--- config.mk ---
export PLATFORM = sky130hd
export DESIGN_NAME = hrr_headphone_regs
export DESIGN_NICKNAME = d
export VERILOG_FILES = /design/src/hrr_pkg.sv /design/src/hrr_step_if.sv /design/src/hrr_gain_step.sv /design/src/hrr_headphone_regs.sv
export VERILOG_INCLUDE_DIRS = /design/src /design/src/src
export SDC_FILE = /design/constraint.sdc
export NUM_CORES = 1
export LEC_CHECK = 0
export ABC_AREA = 1
export BUFFER_PORTS_ARGS = -buffer_cell sky130_fd_sc_hd__buf_2
export CORE_MARGIN = 2
export CORE_UTILIZATION = 55
export DETAILED_ROUTE_END_ITERATION = 6
export MAX_ROUTING_LAYER = met4
export PLACE_DENSITY = 0.79
export SYNTH_ARGS = -nofsm -noshare
export SYNTH_HDL_FRONTEND = slang
export SYNTH_HIERARCHICAL = 1
export SYNTH_SLANG_ARGS = --single-unit
--- constraint.sdc ---
create_clock -name clock -period 2.6 [get_ports clock]
set_input_delay 0.26 -clock clock [delete_from_list [all_inputs] [get_ports clock]]
set_output_delay 0.26 -clock clock [all_outputs]
set_load 0.01 [all_outputs]
--- src/hrr_consts.svh ---
// Purpose: offsets, field positions, reset values and timing counts of the
//          headphone output routing register bank
// Assumes: page 0 register indices, 8-bit registers
// Notes:   definitions only
`ifndef HRR_CONSTS_SVH
`define HRR_CONSTS_SVH

// ----------------------------------------------------------------------
// register indices, page 0
// ----------------------------------------------------------------------
`define HRR_IDX_RDAC_TO_COM   7'h39
`define HRR_IDX_COM_LEVEL     7'h3A
`define HRR_IDX_LAUX_TO_RHP   7'h3B
`define HRR_IDX_LAMP_TO_RHP   7'h3C
`define HRR_IDX_LDAC_TO_RHP   7'h3D
`define HRR_IDX_RAUX_TO_RHP   7'h3E
`define HRR_IDX_RAMP_TO_RHP   7'h3F

// ----------------------------------------------------------------------
// field positions
// ----------------------------------------------------------------------
`define HRR_ROUTE_EN_BIT      7
`define HRR_VOL_MSB           6
`define HRR_VOL_LSB           0
`define HRR_LVL_MSB           7
`define HRR_LVL_LSB           4
`define HRR_UNMUTE_BIT        3
`define HRR_PD_HIZ_BIT        2
`define HRR_PENDING_BIT       1
`define HRR_POWER_BIT         0

// ----------------------------------------------------------------------
// reset values
// ----------------------------------------------------------------------
`define HRR_ROUTE_RST         8'h00
`define HRR_LEVEL_CTRL_RST    8'h04
`define HRR_RDATA_RST         8'h00
`define HRR_LVL_MAX_CODE      4'h9

// ----------------------------------------------------------------------
// timing: one gain step per step time
// ----------------------------------------------------------------------
`define HRR_CLK_MHZ           50
`define HRR_STEP_TIME_US      20
`define HRR_STEP_CYCLES       (`HRR_STEP_TIME_US * `HRR_CLK_MHZ)

`endif

--- src/hrr_pkg.sv ---
// Purpose: shared types of the headphone output routing register bank
// Assumes: hrr_consts.svh holds all numbers
// Notes:   none
package hrr_pkg;

    typedef logic [4:0][6:0] hrr_vol_t;

    // slot 0 is right dac to common, slots 1..5 are the right output routings
    typedef struct packed {
        logic [5:0][7:0] route;
        logic [7:0]      ctrl;
        logic [7:0]      rdata;
        logic [15:0]     tick_cnt;
    } hrr_regs_s;

endpackage

--- src/hrr_step_if.sv ---
// Purpose: carries one gain target to a stepper and its applied value back
// Assumes: single clock
// Notes:   busy is high while applied has not reached target
`timescale 1ns/1ps
interface hrr_step_if #(
    parameter int W = 4
);
    logic [W-1:0] target;
    logic [W-1:0] applied;
    logic         busy;

    modport ramp (input target, output applied, output busy);
    modport ctrl (output target, input applied, input busy);
endinterface

--- src/hrr_gain_step.sv ---
// Purpose: walks an applied gain code one step per tick toward its target
// Assumes: tick is a one-cycle pulse from the same clock
// Notes:   busy stays high after reset until the first tick
`timescale 1ns/1ps
module hrr_gain_step #(
    parameter int W = 4
) (
    // clock and reset
    input  wire logic clock,
    input  wire logic srst,
    // step pacing
    input  wire logic tick,
    // target in, applied out
    hrr_step_if.ramp  step
);
    typedef struct packed {
        logic [W-1:0] cur;
        logic         init;
    } hrr_step_s;

    hrr_step_s st_q;
    hrr_step_s st_d;

    always_comb begin
        st_d = st_q;
        if (tick) begin
            st_d.init = 1'b0;
            if (st_q.cur < step.target) begin
                st_d.cur = st_q.cur + W'(1);
            end else if (st_q.cur > step.target) begin
                st_d.cur = st_q.cur - W'(1);
            end
        end
    end

    always_ff @(posedge clock) begin
        if (srst) begin
            st_q.cur  <= '0;
            st_q.init <= 1'b1;
        end else begin
            st_q <= st_d;
        end
    end

    assign step.applied = st_q.cur;
    assign step.busy    = st_q.init | (st_q.cur != step.target);
endmodule

--- src/hrr_headphone_regs.sv ---
// Purpose: page 0 register bank for common and right headphone output routing
// Assumes: register port driven by control-bus logic on the same clock
// Notes:   common output gain codes reach the analog side through slow steppers; right output volumes go straight out
//
// What this block does
// - bit 7 of each routing register connects its source; resets to 0.
// - bits 6..0 of each routing register hold a read/write volume code, reset zero.
// - common output level bits 7..4 give 0..9 dB in 1 dB steps, reset 0.
// - common output unmute bit 3 is 0 after reset, output starts muted.
// - bit 2 picks powered-down drive: 0 weak common-mode, 1 high impedance; resets 1.
// - read-only bit 1 is 1 while common output gains are pending; 1 after reset.
// - bit 0 powers up the common output fully; resets to 0.
// - right dac to common at 57, level at 58, right output routings 59..63.
`timescale 1ns/1ps
`include "hrr_consts.svh"
module hrr_headphone_regs import hrr_pkg::*; #(
    parameter logic [15:0] STEP_CYCLES = 16'(`HRR_STEP_CYCLES)
) (
    // clock and reset
    input  wire logic       clock,
    input  wire logic       srst,
    // register port
    input  wire logic       reg_page0,
    input  wire logic [6:0] reg_addr,
    input  wire logic       reg_wr,
    input  wire logic [7:0] reg_wdata,
    output logic      [7:0] reg_rdata,
    // common headphone output controls
    output logic            rdac_to_common_en,
    output logic      [6:0] rdac_to_common_vol,
    output logic      [3:0] common_hp_level,
    output logic            common_hp_unmute,
    output logic            common_hp_pd_hiz,
    output logic            common_hp_power_up,
    output logic            common_hp_pending,
    // right headphone output routings: left aux, left amp, left dac, right aux, right amp
    output logic      [4:0] right_hp_route_en,
    output hrr_vol_t        right_hp_vol
);
    // ----------------------------------------------------------------------
    // state
    // ----------------------------------------------------------------------
    hrr_regs_s r_q;
    hrr_regs_s r_d;
    logic      tick;
    logic      pending;
    logic      wr_hit;

    hrr_step_if #(.W(4)) lvl_if ();
    hrr_step_if #(.W(7)) vol_if ();

    assign wr_hit  = reg_wr & reg_page0;
    assign tick    = (r_q.tick_cnt == STEP_CYCLES - 16'h0001);
    assign pending = lvl_if.busy | vol_if.busy;

    // ----------------------------------------------------------------------
    // register writes, read mux, step pacing
    // ----------------------------------------------------------------------
    always_comb begin
        r_d          = r_q;
        r_d.tick_cnt = tick ? 16'h0000 : r_q.tick_cnt + 16'h0001;
        if (wr_hit) begin
            case (reg_addr)
                `HRR_IDX_RDAC_TO_COM: r_d.route[0] = reg_wdata;
                `HRR_IDX_LAUX_TO_RHP: r_d.route[1] = reg_wdata;
                `HRR_IDX_LAMP_TO_RHP: r_d.route[2] = reg_wdata;
                `HRR_IDX_LDAC_TO_RHP: r_d.route[3] = reg_wdata;
                `HRR_IDX_RAUX_TO_RHP: r_d.route[4] = reg_wdata;
                `HRR_IDX_RAMP_TO_RHP: r_d.route[5] = reg_wdata;
                `HRR_IDX_COM_LEVEL: begin
                    r_d.ctrl = reg_wdata;
                    // status bit is never stored, it always comes from the steppers
                    r_d.ctrl[`HRR_PENDING_BIT] = 1'b0;
                end
                default: r_d.ctrl = r_q.ctrl;
            endcase
        end
        // unmapped or other-page reads return zero
        r_d.rdata = 8'h00;
        if (reg_page0) begin
            case (reg_addr)
                `HRR_IDX_RDAC_TO_COM: r_d.rdata = r_q.route[0];
                `HRR_IDX_LAUX_TO_RHP: r_d.rdata = r_q.route[1];
                `HRR_IDX_LAMP_TO_RHP: r_d.rdata = r_q.route[2];
                `HRR_IDX_LDAC_TO_RHP: r_d.rdata = r_q.route[3];
                `HRR_IDX_RAUX_TO_RHP: r_d.rdata = r_q.route[4];
                `HRR_IDX_RAMP_TO_RHP: r_d.rdata = r_q.route[5];
                `HRR_IDX_COM_LEVEL: begin
                    r_d.rdata = r_q.ctrl;
                    r_d.rdata[`HRR_PENDING_BIT] = pending;
                end
                default: r_d.rdata = 8'h00;
            endcase
        end
    end

    always_ff @(posedge clock) begin
        if (srst) begin
            r_q.route    <= {6{`HRR_ROUTE_RST}};
            r_q.ctrl     <= `HRR_LEVEL_CTRL_RST;
            r_q.rdata    <= `HRR_RDATA_RST;
            r_q.tick_cnt <= 16'h0000;
        end else begin
            r_q <= r_d;
        end
    end

    // ----------------------------------------------------------------------
    // gain steppers for the common output; avoids zipper noise on big jumps
    // ----------------------------------------------------------------------
    assign lvl_if.target = r_q.ctrl[`HRR_LVL_MSB:`HRR_LVL_LSB];
    assign vol_if.target = r_q.route[0][`HRR_VOL_MSB:`HRR_VOL_LSB];

    hrr_gain_step #(.W(4)) u_lvl_step (
        .clock (clock),
        .srst  (srst),
        .tick  (tick),
        .step  (lvl_if)
    );

    hrr_gain_step #(.W(7)) u_vol_step (
        .clock (clock),
        .srst  (srst),
        .tick  (tick),
        .step  (vol_if)
    );

    // ----------------------------------------------------------------------
    // outputs
    // ----------------------------------------------------------------------
    assign reg_rdata          = r_q.rdata;
    assign rdac_to_common_en  = r_q.route[0][`HRR_ROUTE_EN_BIT];
    assign rdac_to_common_vol = vol_if.applied;
    assign common_hp_level    = lvl_if.applied;
    assign common_hp_unmute   = r_q.ctrl[`HRR_UNMUTE_BIT];
    assign common_hp_pd_hiz   = r_q.ctrl[`HRR_PD_HIZ_BIT];
    assign common_hp_power_up = r_q.ctrl[`HRR_POWER_BIT];
    assign common_hp_pending  = pending;

    always_comb begin
        for (int i = 0; i < 5; i++) begin
            right_hp_route_en[i] = r_q.route[i+1][`HRR_ROUTE_EN_BIT];
            right_hp_vol[i]      = r_q.route[i+1][`HRR_VOL_MSB:`HRR_VOL_LSB];
        end
    end
endmodule

==> metrics, run 1 <==
status=completed; Final Max Slew Viols=0; crit path launch=r_q[38]; FMAX=roughly 420 MHz; Num CTS Buffers=9; Iteration-0 DRC Markers=277; # clock sinks=92; first-pass GRT wire length=19520 µm; vias in the first global route=4148; CP peak stage delay=0.34 ns; clock slew at reported path FFs=0.09 ns; placed cells=849; Register Area=0.001842 mm²; drt pass-1 iters=6; Post-synth top cells=109 x nand2_1, 92 x dfxtp_1, 81 x inv_1, 73 x a21oi_1, 69 x nor2_1; Worst Path Arrival=2.67 ns; Yosys reg bits=92; Synth async-reset ratio=0%; crit path launch type=flop; Rel. slew slack=52.03%; Yosys Warn Count=6; Cell Chain, Critical Path=inv_1, ha_1, nand2_2, inv_2, a21oi_4, nand2_4, ha_1, or2_1, nand3b_1, nand2_1, nand2_1, inv_1, nor2_1, nand3_1, nand2_1, nor2_1; Filler cells=about 860; post-synthesis cell type count=38; initial antenna violation count=0; Area Growth Syn to Fin=4.464%; setup violators final=0; Root Driver=clkbuf_8; final WL=12120 µm; RSZ-0062 raised after global routing=false; Most common cell on crit path=nand2_1; max capacitance violation total=0; CP max FO=10; EDFF count, synth=0; CP Capture Type=flop; number of remaining DRC errors=0; wire per inst=14.01 µm; die area=0.01027 mm²; Top Ports=between 80 and 90; GRT overflow=0; CTS tree=yes; PostCTS Resize Cnt=0; detail-routed via count per cell=5.178; synthesized instance count=710; Synth top area share=35.33%; clock period minus worst slack=~2.4 ns; routability cong.=0.8756; Total GRT Usage=approximately a quarter; chip height=101.4 µm; non-filler cells, final=865; most common cell in the netlist=nand2_1; register area share after synthesis=approximately a third; dominant cell type by area after synthesis=dfxtp_1; Slowest cell on crit path=dfxtp_1; Slew @ Worst Pin=0.7178 ns; CTS Buffer Depth=2; WS Path Type=flop to flop; Max H-tree Level=3; antenna cells=0; Avg Inst Size Synth=7.343 µm²; hpwl dp=8997 µm; share of cells above drive strength 1=20.38%; CP required=around 2.9 ns; Multi-input gate area=0.002467 mm²; Setup Fix Bufs, Post-CTS=0; synth top area cells=dfxtp_1 35%, buf_4 9.4%, nand2_1 7.8%; clk_lat worst skew=about 0.36 ns; IR drop worst, VDD=0.2656 mV; Die W=101.4 µm; Vias=4479; initial core utilization=56.43%; crit share post-route=92.32%; Most used DFF post-synth=dfxtp_1; port bufs=approximately 80; Final TNS setup=0 ns; Worst Min Path Start=reg_wdata[0]; power per cell area=457.5 mW/mm²; pin count of the biggest net entering global routing=33; hold buffer count at cts=0; RR Startpoint=r_q[38]; Power Total=0.002492 W; Mapped Nets=750; Pleak=~2.3 nW; Antenna Nets Post-Route=0; Worst Skew=approximately 0.0069 ns; core area=0.009240 mm²; HP Class=primary input to flop; Post-layout nets=771; Cell Area, Synth=0.005214 mm²; final hold violation count=0; num rows=35
-- area by class of cell --
| type | instances | share of cell area, % |
|---|---|---|
| clock inverters | 5 | 0.5973 |
| repair buffers | 86 | 8.316 |
| well taps | 129 | 2.963 |
| multi-input cells | 452 | 45.30 |
| clock buffers | 11 | 2.780 |
| inverters | 90 | 6.226 |
| flip-flops and latches | 92 | 33.82 |
-- power by group --
group / total (W) / switching (W) / internal [W]
Sequential: 0.00142 / 0.00000412 / 0.00141
Clock: 0.000932 / 0.000529 / 0.000403
Combinational: 0.000142 / 0.000104 / 0.0000381
Total: 0.00249 / 0.000637 / 0.00185
-- cell families after synthesis --
family / count (synthesis) / synth area share [%]
xor+xnor: 11 / 1.848
flops: 92 / 35.33
compound gates: 131 / 13.49
simple gates: 289 / 26.57
fa+ha+maj: 21 / 5.328
buf+inv: 166 / 17.45
-- flip-flops by register name (all words and copies together), names as in the netlist --
register,cells
right_hp_route_en,5
reg_rdata,8
common_hp_pd_hiz,1
lvl_if.target,4
u_lvl_step/step.applied,4
u_lvl_step/st_q,1
rdac_to_common_en,1
common_hp_unmute,1
common_hp_power_up,1
u_vol_step/st_q,1
u_vol_step/step.applied,7
right_hp_vol,35
r_q,23
-- metal layers --
| layer | vias up | GRT usage, % | routed length, µm |
|---|---|---|---|
| met3 | 22 | 3.934 | 675 |
| li1 | 2277 | - | - |
| met2 | 157 | 40.24 | 5710 |
| met1 | 2023 | 32.37 | 5483 |
| met4 | 0 | 8.004 | 252 |
| met5 | - | - | 0 |
-- metrics by stage --
step           worst slack (ns)  util (%)  hold WS, ns  area, µm²
5_1_grt                 0.01073     58.94       0.2368       5446
4_1_cts                  0.2081     58.94       0.2233       5446
2_1_floorplan            0.3966         -       0.3291       5214
3_3_place_gp             0.2951     56.95       0.4298       5263
6_report                 0.1997     58.94       0.2364       5446
3_5_place_dp             0.2270     56.95       0.4372       5263
-- worst max-delay path: cells and delay by family, from the launching register on --
family          cells  cell delay, ns
simple gates       10            1.01
fa+ha+maj           2            0.64
flops               1            0.34
compound gates      1            0.16
buf+inv             3            0.15
-- cells in the final DEF, fill, tap and decap left out, types with 11 or more instances in the layout --
master / n
dfxtp_1: 92
a21oi_1: 73
nand3_1: 65
inv_1: 81
o21ai_0: 36
nor2_1: 69
clkbuf_8: 11
nand2_1: 109
nand2_2: 13
o21ai_1: 13
buf_2: 82
ha_1: 19
-- path summary, 6_finish.rpt --
path	end	slack, ns	cells after the start
worst max-delay path	u_vol_step/step.applied[6]	0.20	16
worst min register to register	r_q[0]	0.45	1
worst max register to register	u_vol_step/step.applied[6]	0.20	16
worst min-delay path	right_hp_vol[0]	0.24	3
(Power assumes the default switching activity.)
==> run 2: changes to the inputs <==
- ABC_AREA: 1 -> not set
==> metrics, run 2 <==
status=finished with violations; failing checks=setup timing; chip height=around 100 µm; most common cell after layout, fill and taps aside=nor2_1; Area Growth Syn to Fin=11.14%; most common cell in the netlist=dfxtp_1; fin util=between 60% and 70%; Vias=4053; CP Capture Type=flop; FMAX=374.5 MHz; Post-synth top cells=92 x dfxtp_1, 86 x nor2_1, 62 x buf_4, 62 x mux2i_1, 21 x a21oi_1; Iteration-0 DRC Markers=175; Final TNS setup=-0.07040 ns; Most used DFF post-synth=dfxtp_1; setup violators final=1; Power Total=0.002485 W; Top Ports=83; Synth async-reset ratio=0%; power per cell area=between 400 and 500 mW/mm²; share of cells above drive strength 1=between 30% and 40%; Synth top area share=a little over a third; die area=0.009995 mm²; Yosys Warn Count=6; Filler cells=787; Pleak=2.340 nW; Max H-tree Level=3; dominant cell type by area after synthesis=dfxtp_1; detail-routed via count per cell=5.725; # clock sinks=92; HP Class=primary input to flop; max capacitance violation total=0; port bufs=82; Cell Area, Synth=0.005066 mm²; Num CTS Buffers=9; hpwl dp=8805 µm; final WL=12180 µm; Antenna Nets Post-Route=0; drt pass-1 iters=5; number of remaining DRC errors=0; crit path launch type=flop; Worst Path Arrival=2.91 ns; pin count of the biggest net entering global routing=49; EDFF count, synth=0; vias in the first global route=3909; core area=0.009065 mm²; CTS Buffer Depth=2; synthesized instance count=~550; Flop pwr share=a little under three fifths; commonest cells after routing, fill and taps aside=86 x nor2_1, 83 x dfxtp_1, 82 x buf_2; RSZ-0062 raised after global routing=true; Mapped Nets=586; switching power=0.0005914 W; final worst-path setup slack=-0.07040 ns; first-pass GRT wire length=19240 µm; Sw Ratio=23.80%; Worst Skew=0.01436 ns; CTS tree=yes; CP required=2.84 ns; IR drop worst, VDD=0.2488 mV; synth top area cells=dfxtp_1 36%, mux2i_1 12%, buf_4 9.2%; number of flip-flops in the largest register=35; Post-layout nets=634; wire per inst=17.20 µm; routability cong.=slightly below 0.9; post-synthesis cell type count=slightly below 60; clock slew at reported path FFs=0.09 ns; GRT overflow=0; antenna cells=0; Final Max Slew Viols=0; Root Driver=clkbuf_8; CP max FO=6; initial antenna violation count=0; Die W=about 100 µm; Yosys reg bits=between 90 and 100; Slew @ Worst Pin=0.7259 ns; clk_lat worst skew=0.36 ns; final hold violation count=0; Total GRT Usage=25.11%; initial core utilization=55.89%; Avg Inst Size Synth=9.279 µm²; WS Path Type=flop to flop; Logic pwr share=5.4%; Rel. slew slack=roughly 51%; Internal Dissipation=roughly 0.0019 W; register area share after synthesis=36.35%; crit share post-route=102.7%; num rows=35; Clk pwr share=37.6%; clock period minus worst slack=2.670 ns
-- run 2: worst paths after layout --
| kind | start | endpoint | slack (ns) | depth (start not counted) |
|---|---|---|---|---|
| setup reg to reg | r_q[36] | u_vol_step/step.applied[6] | -0.07 | 11 |
| hold reg to reg | u_lvl_step/st_q[0] | u_lvl_step/st_q[0] | 0.45 | 1 |
| setup / recovery | r_q[36] | u_vol_step/step.applied[6] | -0.07 | 11 |
| hold / removal | reg_wdata[2] | common_hp_pd_hiz | 0.22 | 2 |
-- run 2: repair_timing --
action                                  4_1_cts  5_1_grt
endpoints found under the setup margin        1        3
resized for setup                            14        9
setup buffers                                 2        0
hold buffers                                  0        0
pin swaps                                    16        2
-- run 2: power groups by stage --
stage | clock network, W | logic, W | registers, W
after global placement | 0 | 0.000128 | 0.00145
final | 0.000934 | 0.000134 | 0.00142
after global routing | 0.00101 | 0.000146 | 0.00142
after floorplan | 0 | 0.0000817 | 0.00145
after detailed placement | 0 | 0.000131 | 0.00145
after CTS | 0.000938 | 0.000132 | 0.00142
-- run 2: cell type report --
cell class / instances / area, µm² / share of cell area, %
Inverter: 19 / 71.32 / 1.267
Multi-Input combinational cell: 355 / 2715 / 48.22
Clock buffer: 10 / 127.6 / 2.267
Clock inverter: 4 / 51.30 / 0.9111
Tap cell: 111 / 138.9 / 2.467
Sequential cell: 92 / 1853 / 32.91
Timing Repair Buffer: 117 / 673.1 / 11.96
-- run 2: stage by stage --
| step | setup slack, ns | cell area [µm²] | hold slack (ns) | std cells |
|---|---|---|---|---|
| finish | -0.07040 | 5630 | 0.2212 | 708 |
| global route | -0.09174 | 5630 | 0.2190 | 708 |
| CTS | -0.007180 | 5594 | 0.2148 | 708 |
| detailed placement | -0.1176 | 5345 | 0.4361 | 692 |
| global placement | -0.02838 | 5345 | 0.4248 | 692 |
| floorplan | 0.001069 | 5121 | 0.3324 | 546 |
-- run 2: kinds of logic (layout without fill, tap and decap cells) --
family | count (synthesis) | count (layout) | share of synthesized area, %
muxes | 74 | 74 | 15.58
DFF | 92 | 92 | 36.35
buffers and inverters | 99 | 150 | 12.72
and+or+nand+nor | 178 | 178 | 18.13
xor gates and xnor gates | 17 | 17 | 2.939
AOI/OAI and AO/OA | 65 | 65 | 8.792
adders and majority gates | 21 | 21 | 5.483
-- run 2: routing by layer --
| layer | wire [µm] | up-vias | GRT usage (%) |
|---|---|---|---|
| met3 | 587 | 22 | 3.412 |
| met1 | 5252 | 1974 | 31.54 |
| met2 | 6108 | 126 | 41.68 |
| met4 | 229 | 0 | 8.957 |
| li1 | - | 1931 | - |
| met5 | 0 | - | - |
-- run 2: critical path, cell delays in order (launching register included) --
cell       delay [ns]
dfxtp_2          0.35
inv_2            0.05
ha_4             0.23
a21oi_4          0.14
o21ai_2          0.09
or2_4            0.30
fa_2             0.38
a211oi_4         0.24
o21ai_2          0.10
o2bb2ai_1        0.14
a211oi_2         0.19
mux2_1           0.33
